File: config.mk
export PLATFORM = sky130hd
export DESIGN_NAME = gptc_regs
export DESIGN_NICKNAME = d
export VERILOG_FILES = /design/src/core/gptc_pkg.sv /design/src/core/gptc_pin_if.sv /design/src/core/gptc_pin_ctrl.sv /design/src/core/gptc_tone_route.sv /design/src/core/gptc_regs.sv
export SDC_FILE = /design/constraint.sdc
export NUM_CORES = 1
export LEC_CHECK = 0
export BUFFER_PORTS_ARGS = -buffer_cell sky130_fd_sc_hd__buf_2
export CAP_MARGIN = 20
export CORE_MARGIN = 2
export CORE_UTILIZATION = 35
export DETAILED_ROUTE_END_ITERATION = 16
export PLACE_DENSITY = 0.65
export SETUP_SLACK_MARGIN = 0.15
export SLEW_MARGIN = 30
export SYNTH_ARGS = -nofsm -noshare
export SYNTH_HDL_FRONTEND = slang
export SYNTH_SLANG_ARGS = --single-unit
File: constraint.sdc
create_clock -name clk_i -period 1.2 [get_ports clk_i]
set_input_delay 0.3 -clock clk_i [delete_from_list [all_inputs] [get_ports clk_i]]
set_output_delay 0.3 -clock clk_i [all_outputs]
set_load 0.05 [all_outputs]
File: src/core/gptc_pkg.sv
// Shared constants and types of the GPIO, pace threshold and test tone register slice
package gptc_pkg;
  // Bus widths
  localparam int unsigned AW = 8;
  localparam int unsigned DW = 24;
  // Register indexes, used directly as addresses on the plain port
  localparam logic [7:0] GPIO_IDX = 8'h06;
  localparam logic [7:0] PACE_IDX = 8'h07;
  localparam logic [7:0] TONE_IDX = 8'h08;
  // Reset values
  localparam logic [23:0] GPIO_RST = 24'h000000;
  localparam logic [23:0] PACE_RST = 24'h242424;
  localparam logic [23:0] TONE_RST = 24'h000000;
  // Writable bits; all others store zero
  localparam logic [23:0] GPIO_WMASK = 24'h010eee;
  localparam logic [23:0] PACE_WMASK = 24'hffffff;
  localparam logic [23:0] TONE_WMASK = 24'hf8001f;
  // Answer to an unmapped or idle read
  localparam logic [23:0] RD_ZERO = 24'h000000;
  // Pin count and per-pin field layout in the GPIO register
  localparam int NPIN = 3;
  localparam int PIN_STRIDE = 4;
  localparam int MODE_OFS = 2;
  localparam int VAL_OFS = 1;
  localparam int IN_OFS = 0;
  localparam int SEC_EN_BIT = 16;
  // Pace threshold fields
  localparam int PACE_W = 8;
  localparam int LEAD1_LSB = 0;
  localparam int LEAD2_LSB = 8;
  localparam int LEAD3_LSB = 16;
  // Test tone fields
  localparam int NELEC = 5;
  localparam int SEL_LSB = 19;
  localparam int WAVE_LSB = 3;
  localparam int INT_BIT = 2;
  localparam int PINOUT_BIT = 1;
  localparam int EN_BIT = 0;
  // Pin mode codes
  typedef enum logic [1:0] {
    PM_HIZ = 2'h0,
    PM_IN = 2'h1,
    PM_PP = 2'h2,
    PM_OD = 2'h3
  } gptc_pin_mode_t;
endpackage

File: src/core/gptc_pin_if.sv
// Signals between the register slice and one general-purpose pin driver
`timescale 1ns/1ns
interface gptc_pin_if;
  logic [1:0] mode; // Pin mode field
  logic out_value; // Pin output value bit
  logic sec_en; // Secondary port owns the pin
  logic sec_out; // Secondary port output level
  logic sec_oe_n; // Secondary port enable, low drives
  logic pin_out; // Level to the pad
  logic pin_oe_n; // Pad enable, low drives
  modport ctrl (output mode, out_value, sec_en, sec_out, sec_oe_n, input pin_out, pin_oe_n);
  modport pin (input mode, out_value, sec_en, sec_out, sec_oe_n, output pin_out, pin_oe_n);
endinterface

File: src/core/gptc_pin_ctrl.sv
// Output driver of one general-purpose pin
`timescale 1ns/1ns
module gptc_pin_ctrl (
  input wire logic clk_i,
  input wire logic arst_n_i,
  gptc_pin_if.pin pin
);

  // Mode decode
  wire is_pp = (pin.mode == gptc_pkg::PM_PP);
  wire is_od = (pin.mode == gptc_pkg::PM_OD);
  // Open drain only ever drives low; a one releases the pad
  wire out_next = pin.sec_en ? pin.sec_out : (is_pp & pin.out_value);
  wire oe_n_next = pin.sec_en ? pin.sec_oe_n :
                   is_pp ? 1'b0 :
                   is_od ? pin.out_value : 1'b1;

  // Registered pad controls
  always_ff @(posedge clk_i or negedge arst_n_i)
  begin
    if (!arst_n_i)
    begin
      pin.pin_out <= 1'b0;
      pin.pin_oe_n <= 1'b1;
    end
    else
    begin
      pin.pin_out <= out_next;
      pin.pin_oe_n <= oe_n_next;
    end
  end
endmodule

File: src/core/gptc_tone_route.sv
// Test tone routing and waveform decode
`timescale 1ns/1ns
module gptc_tone_route (
  input wire logic clk_i,
  input wire logic arst_n_i,
  input wire logic [4:0] tone_sel_i,
  input wire logic [1:0] tone_waveform_i,
  input wire logic tone_internal_route_i,
  input wire logic tone_pin_out_i,
  input wire logic tone_enable_i,
  input wire logic cal_mode_i,
  input wire logic gang_mode_i,
  input wire logic slave_mode_i,
  output logic [4:0] electrode_to_cm_o,
  output logic [4:0] electrode_to_tone_o,
  output logic ext_switch_open_o,
  output logic cal_pin_tone_o,
  output logic cal_dac_off_o,
  output logic tone_to_chain_o,
  output logic ac_leadoff_off_o,
  output logic [2:0] wave_sel_o
);

  // One-hot waveform: bit0 10 Hz sine, bit1 150 Hz sine, bit2 1 Hz square
  function automatic logic [2:0] wave_decode(input logic [1:0] w);
    wave_decode = w[1] ? 3'h4 : (w[0] ? 3'h2 : 3'h1);
  endfunction

  // Calibration mode wins over the tone
  wire tone_live = tone_enable_i & ~cal_mode_i;
  wire [4:0] to_tone = tone_sel_i & {5{tone_internal_route_i}};
  // External route sends tone out; internal route only with pin-out or in gang
  wire pin_tone = tone_live & (~tone_internal_route_i | tone_pin_out_i | gang_mode_i);
  wire dac_off = gang_mode_i & slave_mode_i & tone_internal_route_i & tone_enable_i;

  // Registered switch controls
  always_ff @(posedge clk_i or negedge arst_n_i)
  begin
    if (!arst_n_i)
    begin
      electrode_to_cm_o <= 5'h1f;
      electrode_to_tone_o <= 5'h00;
      ext_switch_open_o <= 1'b0;
      cal_pin_tone_o <= 1'b0;
      cal_dac_off_o <= 1'b0;
      tone_to_chain_o <= 1'b0;
      ac_leadoff_off_o <= 1'b0;
      wave_sel_o <= 3'h1;
    end
    else
    begin
      electrode_to_cm_o <= ~tone_sel_i;
      electrode_to_tone_o <= to_tone;
      ext_switch_open_o <= tone_internal_route_i;
      cal_pin_tone_o <= pin_tone;
      cal_dac_off_o <= dac_off;
      tone_to_chain_o <= tone_live;
      ac_leadoff_off_o <= tone_enable_i;
      wave_sel_o <= wave_decode(tone_waveform_i);
    end
  end
endmodule

File: src/core/gptc_regs.sv
// GPIO, pace threshold and test tone register slice with pin and tone control
//
// Chosen here: strobed register access.
`timescale 1ns/1ns
//////////////////////////////////////////////////////////////////////////////
// Behaviour
// - Two-bit pin mode: hi-z, input, push-pull, open-drain
// - Output value drives pin only in output modes
// - Input bits read sampled level in input mode while the secondary port is off
// - GPIO register resets to zero
// - Three 8-bit pace thresholds, reset 0x24 each
// - Electrode select: common mode, tone, or open
// - Tone type: 10 Hz, 150 Hz sine, 1 Hz square
// - Route bit: external via pin or internal
// - Gang internal: pin connected, slave DAC off
// - Tone-out bit gates pin during internal route
// - Tone enable feeds chain, forces lead-off off
// - Calibration mode beats test tone
// - Test tone register resets to zero
// - Secondary port enable overrides pins 0-2
// - Pin 2 mode bits 11:10, value bit 9
module gptc_regs (
  input wire logic clk_i,
  input wire logic arst_n_i,
  // Register port
  input wire logic [7:0] addr_i,
  input wire logic [23:0] wdata_i,
  input wire logic wr_i,
  input wire logic rd_i,
  output logic [23:0] rdata_o,
  // General-purpose pins
  input wire logic [2:0] pin_in_i,
  output logic [2:0] pin_out_o,
  output logic [2:0] pin_oe_n_o,
  // Secondary port sharing pins 0 to 2
  input wire logic [2:0] sec_out_i,
  input wire logic [2:0] sec_oe_n_i,
  output logic [2:0] sec_in_o,
  output logic sec_port_en_o,
  // Pace thresholds
  output logic [7:0] lead1_pace_threshold_o,
  output logic [7:0] lead2_pace_threshold_o,
  output logic [7:0] lead3_pace_threshold_o,
  // Neighbouring state
  input wire logic cal_mode_i,
  input wire logic gang_mode_i,
  input wire logic slave_mode_i,
  // Tone routing
  output logic [4:0] electrode_to_cm_o,
  output logic [4:0] electrode_to_tone_o,
  output logic ext_switch_open_o,
  output logic cal_pin_tone_o,
  output logic cal_dac_off_o,
  output logic tone_to_chain_o,
  output logic ac_leadoff_off_o,
  output logic tone_sine10_o,
  output logic tone_sine150_o,
  output logic tone_square1_o
);

  //////////////////////////////////////////////////////////////////////////////
  // Helpers

  // Mode field of pin n
  function automatic logic [1:0] mode_of(input logic [23:0] r, input int n);
    mode_of = r[gptc_pkg::PIN_STRIDE * n + gptc_pkg::MODE_OFS +: 2];
  endfunction

  // Places one readback bit per pin at its input position
  function automatic logic [23:0] spread_in(input logic [2:0] b);
    logic [23:0] w;
    w = gptc_pkg::RD_ZERO;
    for (int n = 0; n < gptc_pkg::NPIN; n++)
    begin
      w[gptc_pkg::PIN_STRIDE * n + gptc_pkg::IN_OFS] = b[n];
    end
    spread_in = w;
  endfunction

  //////////////////////////////////////////////////////////////////////////////
  // Storage

  logic [23:0] gpio_reg; // Pin modes, values, secondary enable
  logic [23:0] pace_reg; // Three lead thresholds
  logic [23:0] tone_reg; // Tone control
  logic [23:0] rdata_reg; // Read answer
  logic [2:0] pin_meta_reg; // First synchroniser stage
  logic [2:0] pin_sync_reg; // Second synchroniser stage

  //////////////////////////////////////////////////////////////////////////////
  // Address decode

  wire sel_gpio = (addr_i == gptc_pkg::GPIO_IDX);
  wire sel_pace = (addr_i == gptc_pkg::PACE_IDX);
  wire sel_tone = (addr_i == gptc_pkg::TONE_IDX);
  wire wr_gpio = wr_i & sel_gpio;
  wire wr_pace = wr_i & sel_pace;
  wire wr_tone = wr_i & sel_tone;

  // Masked next values; read-only and reserved bits stay zero
  wire [23:0] gpio_next = wdata_i & gptc_pkg::GPIO_WMASK;
  wire [23:0] pace_next = wdata_i & gptc_pkg::PACE_WMASK;
  wire [23:0] tone_next = wdata_i & gptc_pkg::TONE_WMASK;

  //////////////////////////////////////////////////////////////////////////////
  // Register writes

  // GPIO control
  always_ff @(posedge clk_i or negedge arst_n_i)
  begin
    if (!arst_n_i)
      gpio_reg <= gptc_pkg::GPIO_RST;
    else if (wr_gpio)
      gpio_reg <= gpio_next;
  end

  // Pace thresholds
  always_ff @(posedge clk_i or negedge arst_n_i)
  begin
    if (!arst_n_i)
      pace_reg <= gptc_pkg::PACE_RST;
    else if (wr_pace)
      pace_reg <= pace_next;
  end

  // Test tone
  always_ff @(posedge clk_i or negedge arst_n_i)
  begin
    if (!arst_n_i)
      tone_reg <= gptc_pkg::TONE_RST;
    else if (wr_tone)
      tone_reg <= tone_next;
  end

  //////////////////////////////////////////////////////////////////////////////
  // Pin input sampling

  // Two-stage synchroniser for the pad levels
  always_ff @(posedge clk_i or negedge arst_n_i)
  begin
    if (!arst_n_i)
    begin
      pin_meta_reg <= 3'h0;
      pin_sync_reg <= 3'h0;
    end
    else
    begin
      pin_meta_reg <= pin_in_i;
      pin_sync_reg <= pin_meta_reg;
    end
  end

  // Secondary port gets the synchronised levels
  assign sec_in_o = pin_sync_reg;
  wire sec_en = gpio_reg[gptc_pkg::SEC_EN_BIT];
  assign sec_port_en_o = sec_en;

  //////////////////////////////////////////////////////////////////////////////
  // Pin drivers

  wire [2:0] in_bits; // Per-pin readback

  genvar g;
  generate
    for (g = 0; g < gptc_pkg::NPIN; g++)
    begin : pin_gen
      gptc_pin_if pin_bus ();
      // Fields of this pin
      assign pin_bus.mode = mode_of(gpio_reg, g);
      assign pin_bus.out_value = gpio_reg[gptc_pkg::PIN_STRIDE * g + gptc_pkg::VAL_OFS];
      assign pin_bus.sec_en = sec_en;
      assign pin_bus.sec_out = sec_out_i[g];
      assign pin_bus.sec_oe_n = sec_oe_n_i[g];
      // Readback only in input mode and while the pins are ours
      assign in_bits[g] = pin_sync_reg[g] & ~sec_en &
                          (mode_of(gpio_reg, g) == gptc_pkg::PM_IN);
      assign pin_out_o[g] = pin_bus.pin_out;
      assign pin_oe_n_o[g] = pin_bus.pin_oe_n;
      gptc_pin_ctrl u_pin (
        .clk_i(clk_i),
        .arst_n_i(arst_n_i),
        .pin(pin_bus.pin)
      );
    end
  endgenerate

  //////////////////////////////////////////////////////////////////////////////
  // Pace threshold outputs

  assign lead1_pace_threshold_o = pace_reg[gptc_pkg::LEAD1_LSB +: gptc_pkg::PACE_W];
  assign lead2_pace_threshold_o = pace_reg[gptc_pkg::LEAD2_LSB +: gptc_pkg::PACE_W];
  assign lead3_pace_threshold_o = pace_reg[gptc_pkg::LEAD3_LSB +: gptc_pkg::PACE_W];

  //////////////////////////////////////////////////////////////////////////////
  // Tone routing

  wire [2:0] wave_sel;

  gptc_tone_route u_tone (
    .clk_i(clk_i),
    .arst_n_i(arst_n_i),
    .tone_sel_i(tone_reg[gptc_pkg::SEL_LSB +: gptc_pkg::NELEC]),
    .tone_waveform_i(tone_reg[gptc_pkg::WAVE_LSB +: 2]),
    .tone_internal_route_i(tone_reg[gptc_pkg::INT_BIT]),
    .tone_pin_out_i(tone_reg[gptc_pkg::PINOUT_BIT]),
    .tone_enable_i(tone_reg[gptc_pkg::EN_BIT]),
    .cal_mode_i(cal_mode_i),
    .gang_mode_i(gang_mode_i),
    .slave_mode_i(slave_mode_i),
    .electrode_to_cm_o(electrode_to_cm_o),
    .electrode_to_tone_o(electrode_to_tone_o),
    .ext_switch_open_o(ext_switch_open_o),
    .cal_pin_tone_o(cal_pin_tone_o),
    .cal_dac_off_o(cal_dac_off_o),
    .tone_to_chain_o(tone_to_chain_o),
    .ac_leadoff_off_o(ac_leadoff_off_o),
    .wave_sel_o(wave_sel)
  );

  assign tone_sine10_o = wave_sel[0];
  assign tone_sine150_o = wave_sel[1];
  assign tone_square1_o = wave_sel[2];

  //////////////////////////////////////////////////////////////////////////////
  // Read path

  // Selected word; unmapped addresses read zero
  wire [23:0] rd_mux = sel_gpio ? (gpio_reg | spread_in(in_bits)) :
                       sel_pace ? pace_reg :
                       sel_tone ? tone_reg : gptc_pkg::RD_ZERO;

  // Answer stands only in the cycle after the strobe
  always_ff @(posedge clk_i or negedge arst_n_i)
  begin
    if (!arst_n_i)
      rdata_reg <= gptc_pkg::RD_ZERO;
    else if (rd_i)
      rdata_reg <= rd_mux;
    else
      rdata_reg <= gptc_pkg::RD_ZERO;
  end

  assign rdata_o = rdata_reg;

  //////////////////////////////////////////////////////////////////////////////
  // Checks

  // Sticky marks of a first write, for reset checks
  logic gpio_seen_reg;
  logic pace_seen_reg;
  logic tone_seen_reg;

  // First-write trackers
  always_ff @(posedge clk_i or negedge arst_n_i)
  begin
    if (!arst_n_i)
    begin
      gpio_seen_reg <= 1'b0;
      pace_seen_reg <= 1'b0;
      tone_seen_reg <= 1'b0;
    end
    else
    begin
      gpio_seen_reg <= gpio_seen_reg | wr_gpio;
      pace_seen_reg <= pace_seen_reg | wr_pace;
      tone_seen_reg <= tone_seen_reg | wr_tone;
    end
  end
endmodule

==> metrics.md, run 1 <==
| Metric | Value |
|---|---|
| Status | finished, violations left |
| Failing checks | negative setup slack |
| Min setup slack post-route | -0.436 ns |
| Htree depth | 3 |
| Final ANT Viol Nets | 0 |
| Area Growth Syn to Fin | 70.1% |
| Compound-gate portion of the synthesized area | 0.0295 |
| Clock power frac | 0.311 |
| Slew Limit Fails | 0 |
| Hold Crit Class | input port to flip-flop |
| Multiplexer share of the synthesized area | 0.167 |
| Core box area | 10700 µm² |
| Fin Clk Skew | 0.0106 ns |
| Worst-margin pin slew | 0.318 ns |
| Number of cells on the critical path | 7 |
| Most frequent cell on the critical path | buf_6 |
| Largest area contributor in the netlist | dfrtp_1 |
| Maximum vdd drop | 0.570 mV |
| GRT Util Overall | 0.190 |
| HPWL Detailed | 6.98 mm |
| Floorplan row count | 38 |
| Clk slew on worst S/H paths | 0.10 ns |
| Gpl congestion | 0.812 |
| Die Span Y | 108 µm |
| Reg2Reg Depth | 4 |
| Die area | 11800 µm² |
| Total power after layout | 6.75 mW |
| Cell Chain, Critical Path | buf_6, or4_4, buf_6, nor3_4, buf_4, buf_16, mux2_4 |
| RSZ-0062 raised after global routing | true |
| Slowest cell delay on critical path | 0.59 ns |
| Fillers | 870 |
| Startpoint types | input port |
| Synth Warn # | 0 |
| Post-Syn Instances | 273 |
| Slew Limit Headroom | 0.787 |
| DR iter-0 viols | 110 |
| Worst-path maximum fanout | 7 |
| Area contributors post-synth | dfrtp_1 54%, mux2_2 11%, dfstp_2 10% |
| DRT Wirelength | 11.0 mm |
| Tmin final | 1.64 ns |
| Die W | 108 µm |
| Number of diodes | 0 |
| Slowest CP cell | or4_4 |
| Top delay family on crit path | simple AND/OR/NAND/NOR gates |
| Kind of critical path | input port to flip-flop |
| Fin. Hold Viols | 0 |
| Leak | 3.08 nW |
| Total CTS buffers | 9 |
| Number of synthesized flops with an enable pin | 0 |
| Via/cell ratio | 4.72 |
| Seq pwr share | 0.523 |
| Sequential share of the synthesized area | 0.648 |
| Top FF cell, synth | dfrtp_1 |
| Worst-Skew Late Latency | 0.36 ns |
| Period utilization | 1.36 |
| Clk sinks | 98 |
| Psw | 1.99 mW |
| Via Count | 2896 |
| Adder-cell share of the synthesized area | 0 |
| PD cells | 1040 nW/µm² |
| Clock root buffer | clkbuf_8 |
| Drc violations | 0 |
| Top cell type's share of synthesized area | 0.544 |
| Combinational Power Share | 0.166 |
| Cell count after placement | 554 |
| Reg2reg start | pace_reg[2] |
| Global-route wire length before repair | 16.7 mm |
| Largest net degree at the start of global routing | 44 |
| Layout Nets | 516 |
| IO buf count | 123 |
| Number of global-route vias before repair | 3094 |
| Critical path buffer and inverter count | 4 |
| Req. time, crit path | 1.45 ns |
| Synth cell count leaders | 83 x dfrtp_1, 37 x mux2_2, 23 x nand3_1 |
| Gr ovfl total | 0 |
| Synth Area in XOR/XNOR | 0 |
| Num ports | 124 |
| Int Pwr | 4.76 mW |
| Netlist cell types | 34 |
| First-pass detailed-route iteration total | 4 |
| Achievable Freq | 611 MHz |
| Largest family of logic cells by synthesized area | multiplexers |
| Worst path arrival time | 1.89 ns |
| Layout cell share with drive strength beyond 1 | 0.687 |
| Final setup fails | 129 |
| Sw Share | 0.295 |
| Crit path from | addr_i[4] |
| DR WL/cell | 17.9 µm |
| MaxCap Viol Count | 0 |
| Syn_area_per_cell | 14.0 µm² |
| Antenna violations before repair | 0 |
| Max clock buf depth | 2 |
| Hold Crit Start | pin_in_i[0] |
| Count leader, synth | dfrtp_1 |
| Final Non-Filler Cells | 613 |
| CTS tree | built |
| Mapped Area | 3810 µm² |
| Fraction of registers with async set/reset | 1.00 |
| Net Count, Synth | 321 |
| Setup crit end kind | flip-flop |
| Synthesis-stage register bit count | 98 |
| Initial Utilization | 0.355 |
| Hold Path Cell Cnt | 1 |
| Simple logic cell fraction of the synthesized area | 0.117 |
==> placed cells by master (no fill, tap or decap), drive strengths merged, types with 6 or more instances in the layout <==
cell type	instances
a21oi	6
and3	6
buf	198
clkbuf	10
dfrtp	83
dfstp	15
inv	15
mux2	47
mux2i	7
nand2	10
nand3	23
nor2	11
==> path summary, 6_finish.rpt <==
kind | end | slack, ns
setup / recovery | pace_reg[23] | -0.44
hold / removal | pin_meta_reg[0] | 0.04
setup reg to reg | rdata_o[2] | -0.07
hold reg to reg | sec_in_o[1] | 0.36
max in group asynchronous | pin_gen[2].u_pin.pin.pin_oe_n | 0.32
min in group asynchronous | u_tone.ext_switch_open_o | 0.32
==> through the flow <==
| step | area [µm²] | setup TNS, ns | setup WS, ns | hold WS (ns) | util |
|---|---|---|---|---|---|
| 2_1_floorplan | 4000 | -36.23 | -0.750 | 0.00441 | - |
| 3_3_place_gp | 4970 | -45.34 | -0.813 | 0.171 | 0.463 |
| 3_5_place_dp | 4970 | -46.14 | -0.839 | 0.171 | 0.463 |
| 4_1_cts | 6230 | -27.52 | -0.426 | 0.0190 | 0.580 |
| 5_1_grt | 6490 | -31.41 | -0.460 | 0.00976 | 0.604 |
| 6_report | 6490 | -26.61 | -0.436 | 0.0411 | 0.604 |
==> routing by layer <==
layer,up-vias,routed length (µm),GRT usage
met2,99,5570,0.317
li1,1340,-,-
met4,0,221,0.0623
met1,1439,4650,0.242
met3,18,523,0.0500
met5,-,0,0
==> logic make-up after synthesis <==
| logic type | after synthesis |
|---|---|
| compound gates | 17 |
| mux | 54 |
| flops | 98 |
| buf+inv | 27 |
| simple gates | 77 |
==> layout make-up <==
class	instances	area, µm²	share of cell area
Sequential cell	98	2470	0.381
Timing Repair Buffer	200	1970	0.303
Multi-Input combinational cell	149	1640	0.253
Clock inverter	7	70.1	0.0108
Tap cell	140	175	0.0270
Clock buffer	9	124	0.0191
Inverter	10	37.5	0.00578
==> timing repair <==
action / CTS / global route
resized for setup: 211 / 37
endpoints found under the hold margin: 12 / 0
hold buffers: 1 / 0
cloned: 4 / 1
endpoints found under the setup margin: 144 / 148
buffers inserted: 33 / 4
pin swaps: 15 / 16
==> power by group through the flow <==
| stage | sequential [mW] | clock [mW] | combinational (mW) |
|---|---|---|---|
| after global routing | 3.55 | 2.32 | 1.19 |
| after floorplan | 3.80 | 0 | 0.268 |
| final | 3.53 | 2.10 | 1.12 |
| after CTS | 3.53 | 2.17 | 1.09 |
| after global placement | 3.57 | 0 | 0.827 |
| after detailed placement | 3.58 | 0 | 0.840 |
(Power assumes the default switching activity.)
==> run 2, diff against run 1 <==
--- a/config.mk
+++ b/config.mk
@@ -6,11 +6,12 @@
 export NUM_CORES = 1
 export LEC_CHECK = 0
 export BUFFER_PORTS_ARGS = -buffer_cell sky130_fd_sc_hd__buf_2
-export CAP_MARGIN = 20
+export CAP_MARGIN = 0
 export CORE_MARGIN = 2
-export CORE_UTILIZATION = 35
+export CORE_UTILIZATION = 50
 export DETAILED_ROUTE_END_ITERATION = 16
-export PLACE_DENSITY = 0.65
+export PLACE_DENSITY = 0.85
+export RECOVER_POWER = 25
 export SETUP_SLACK_MARGIN = 0.15
 export SLEW_MARGIN = 30
 export SYNTH_ARGS = -nofsm -noshare
==> metrics.md, run 2 (synthesis results as in run 1) <==
| Metric | Value |
|---|---|
| Clock power frac | 0.310 (about the same) |
| Min setup slack post-route | -0.427 ns (+0.00866 ns) |
| Drc violations | 0 (unchanged) |
| Psw | 2.00 mW (+0.51%) |
| IO buf count | 123 (unchanged) |
| Final setup fails | 129 (unchanged) |
| Clock root buffer | clkbuf_8 |
| Hold Path Cell Cnt | 1 (unchanged) |
| CTS tree | built |
| Commonest cells after routing, fill and taps aside | 81 x dfrtp_1, 81 x buf_6, 55 x buf_4, 47 x mux2_4, 44 x buf_2 |
| Global-route wire length before repair | 17.6 mm (+5.4%) |
| Worst-Skew Late Latency | 0.38 ns (+0.02 ns) |
| Seq pwr share | 0.524 (about the same) |
| Failing checks | negative setup slack |
| Die W | 91.4 µm (-16%) |
| DP Worst Slack | -0.820 ns (+0.0193 ns) |
| Gpl congestion | 0.842 (+3.7%) |
| Max clock buf depth | 2 (unchanged) |
| RSZ-0062 raised after global routing | true |
| Final design instance area without fill | 6150 µm² (-5.2%) |
| Period utilization | 1.36 (-0.00721) |
| Kind of critical path | input port to flip-flop |
| Layout cell share with drive strength beyond 1 | 0.643 (-0.0444) |
| MaxCap Viol Count | 0 (unchanged) |
| Final ANT Viol Nets | 0 (unchanged) |
| Core box area | 7330 µm² (-32%) |
| Final Non-Filler Cells | 573 (-6.5%) |
| Via Count | 3102 (+7.1%) |
| Hold Crit Class | input port to flip-flop |
| GRT Util Overall | 0.278 (+0.0876) |
| Fillers | 336 (-61%) |
| Fin Clk Skew | 0.0220 ns (+0.0114 ns) |
| Gr ovfl total | 0 (unchanged) |
| Num ports | 124 (unchanged) |
| Slowest CP cell | or4_4 |
| Htree depth | 3 (unchanged) |
| DR iter-0 viols | 224 (+100%) |
| Sw Share | 0.296 (+0.00137) |
| Maximum vdd drop | 0.834 mV (+46%) |
| Startpoint types | input port |
| Int Pwr | 4.76 mW (-0.15%) |
| Most frequent cell on the critical path | buf_6 |
| Die area | 8340 µm² (-29%) |
| Slew Limit Fails | 0 (unchanged) |
| Total power after layout | 6.76 mW (about the same) |
| Fin. Hold Viols | 0 (unchanged) |
| Leak | 3.04 nW (-1.4%) |
| Clk sinks | 98 (unchanged) |
| Initial Utilization | 0.520 (+0.165) |
| Worst-path maximum fanout | 9 (+2) |
| Combinational Power Share | 0.166 (about the same) |
| HPWL Detailed | 6.45 mm (-7.5%) |
| DRT Wirelength | 12.2 mm (+11%) |
| Floorplan row count | 31 (-18%) |
| Reg2Reg Depth | 4 (unchanged) |
| Antenna violations before repair | 0 (unchanged) |
| Largest net degree at the start of global routing | 47 (+6.8%) |
| Die Span Y | 91.4 µm (-16%) |
| First-pass detailed-route iteration total | 4 (unchanged) |
| Slew Limit Headroom | 0.723 (-0.0646) |
| Worst-margin pin slew | 0.416 ns (+0.0978 ns) |
| Via/cell ratio | 5.41 (+15%) |
| Number of global-route vias before repair | 3260 (+5.4%) |
| Core Util, Final | 0.839 (+0.235) |
| DR WL/cell | 21.3 µm (+19%) |
| Placed Area | 4870 µm² (-2.1%) |
| Status | finished, violations left |
| Area Growth Syn to Fin | 61.2% |
| Slowest cell delay on critical path | 0.58 ns (about the same) |
| Layout Nets | 516 (unchanged) |
| Worst path arrival time | 1.88 ns (about the same) |
| PD cells | 1100 nW/µm² (+5.5%) |
| Cell count after placement | 511 (-7.8%) |
| Tmin final | 1.63 ns (-0.00866 ns) |
| WHS | 0.0320 ns (-0.00911 ns) |
| Achievable Freq | 615 MHz (+0.53%) |
| Req. time, crit path | 1.45 ns (about the same) |
| Final setup TNS | -23.36 ns (+3.24 ns) |
| Cell Chain, Critical Path | buf_6, or4_4, buf_6, nor3_4, buf_6, mux2_4 |
| Setup crit end kind | flip-flop |
| Total CTS buffers | 9 (unchanged) |
| Clk slew on worst S/H paths | 0.10 ns (about the same) |
## run 2: cell count changes in the layout (fill, tap and decap cells not counted), moves of 3 or more
cell,delta
nand3_2,-11
nand3_4,-6
buf_6,+6
buf_12,-5
buf_4,+4
buf_8,-3
nand3_1,+17
a221oi_1,+3
buf_16,-3
nor2_2,+3
## run 2: repair_timing
| action | in CTS | in global routing |
|---|---|---|
| cloned | 1 | 1 |
| resized for setup | 185 | 35 |
| pin swaps | 5 | 13 |
| hold buffers | 1 | 0 |
| endpoints found under the hold margin | 84 | 0 |
| endpoints found under the setup margin | 144 | 149 |
| buffers inserted | 27 | 15 |
## run 2: layer usage
| layer | vias up | wire length, µm | global-route usage |
|---|---|---|---|
| li1 | 1331 | - | - |
| met1 | 1555 | 4440 | 0.328 |
| met2 | 168 | 6690 | 0.499 |
| met3 | 48 | 613 | 0.0548 |
| met4 | 0 | 463 | 0.110 |
| met5 | - | 0 | 0 |
## run 2: area by class of cell
cell class / instances / area, µm² / area share
inverter: 10 / 37.5 / 0.00610
antenna: 1 / 2.50 / 0.000407
multi-input combinational: 149 / 1480 / 0.241
clock buffer: 9 / 124 / 0.0201
sequential: 98 / 2470 / 0.402
tap: 99 / 124 / 0.0201
timing repair buffer: 200 / 1840 / 0.299
clock inverter: 7 / 70.1 / 0.0114
## run 2: path summary, 6_finish.rpt
| kind | start | end | slack, ns |
|---|---|---|---|
| worst min register to register | pin_meta_reg[1] | sec_in_o[1] | 0.36 |
| min in group asynchronous | arst_n_i | pin_gen[0].u_pin.pin.pin_out | 0.31 |
| worst max register to register | gpio_reg[16] | rdata_o[0] | -0.08 |
| worst min-delay path | pin_in_i[0] | pin_meta_reg[0] | 0.03 |
| max in group asynchronous | arst_n_i | pace_reg[10] | 0.17 |
| worst max-delay path | addr_i[4] | pace_reg[6] | -0.43 |
## run 2: critical path: cells and delay by family
kind                   cells  cell delay [ns]
buffers and inverters      3             0.47
multiplexers               1             0.31
AND/OR/NAND/NOR            2             0.78
## run 2: power by group through the flow
stage	logic (mW)	clock network, mW	registers [mW]
detailed placement	0.818	0	3.58
global placement	0.797	0	3.57
floorplan	0.268	0	3.80
finish	1.12	2.10	3.54
global route	1.18	2.25	3.55
CTS	1.04	2.08	3.53
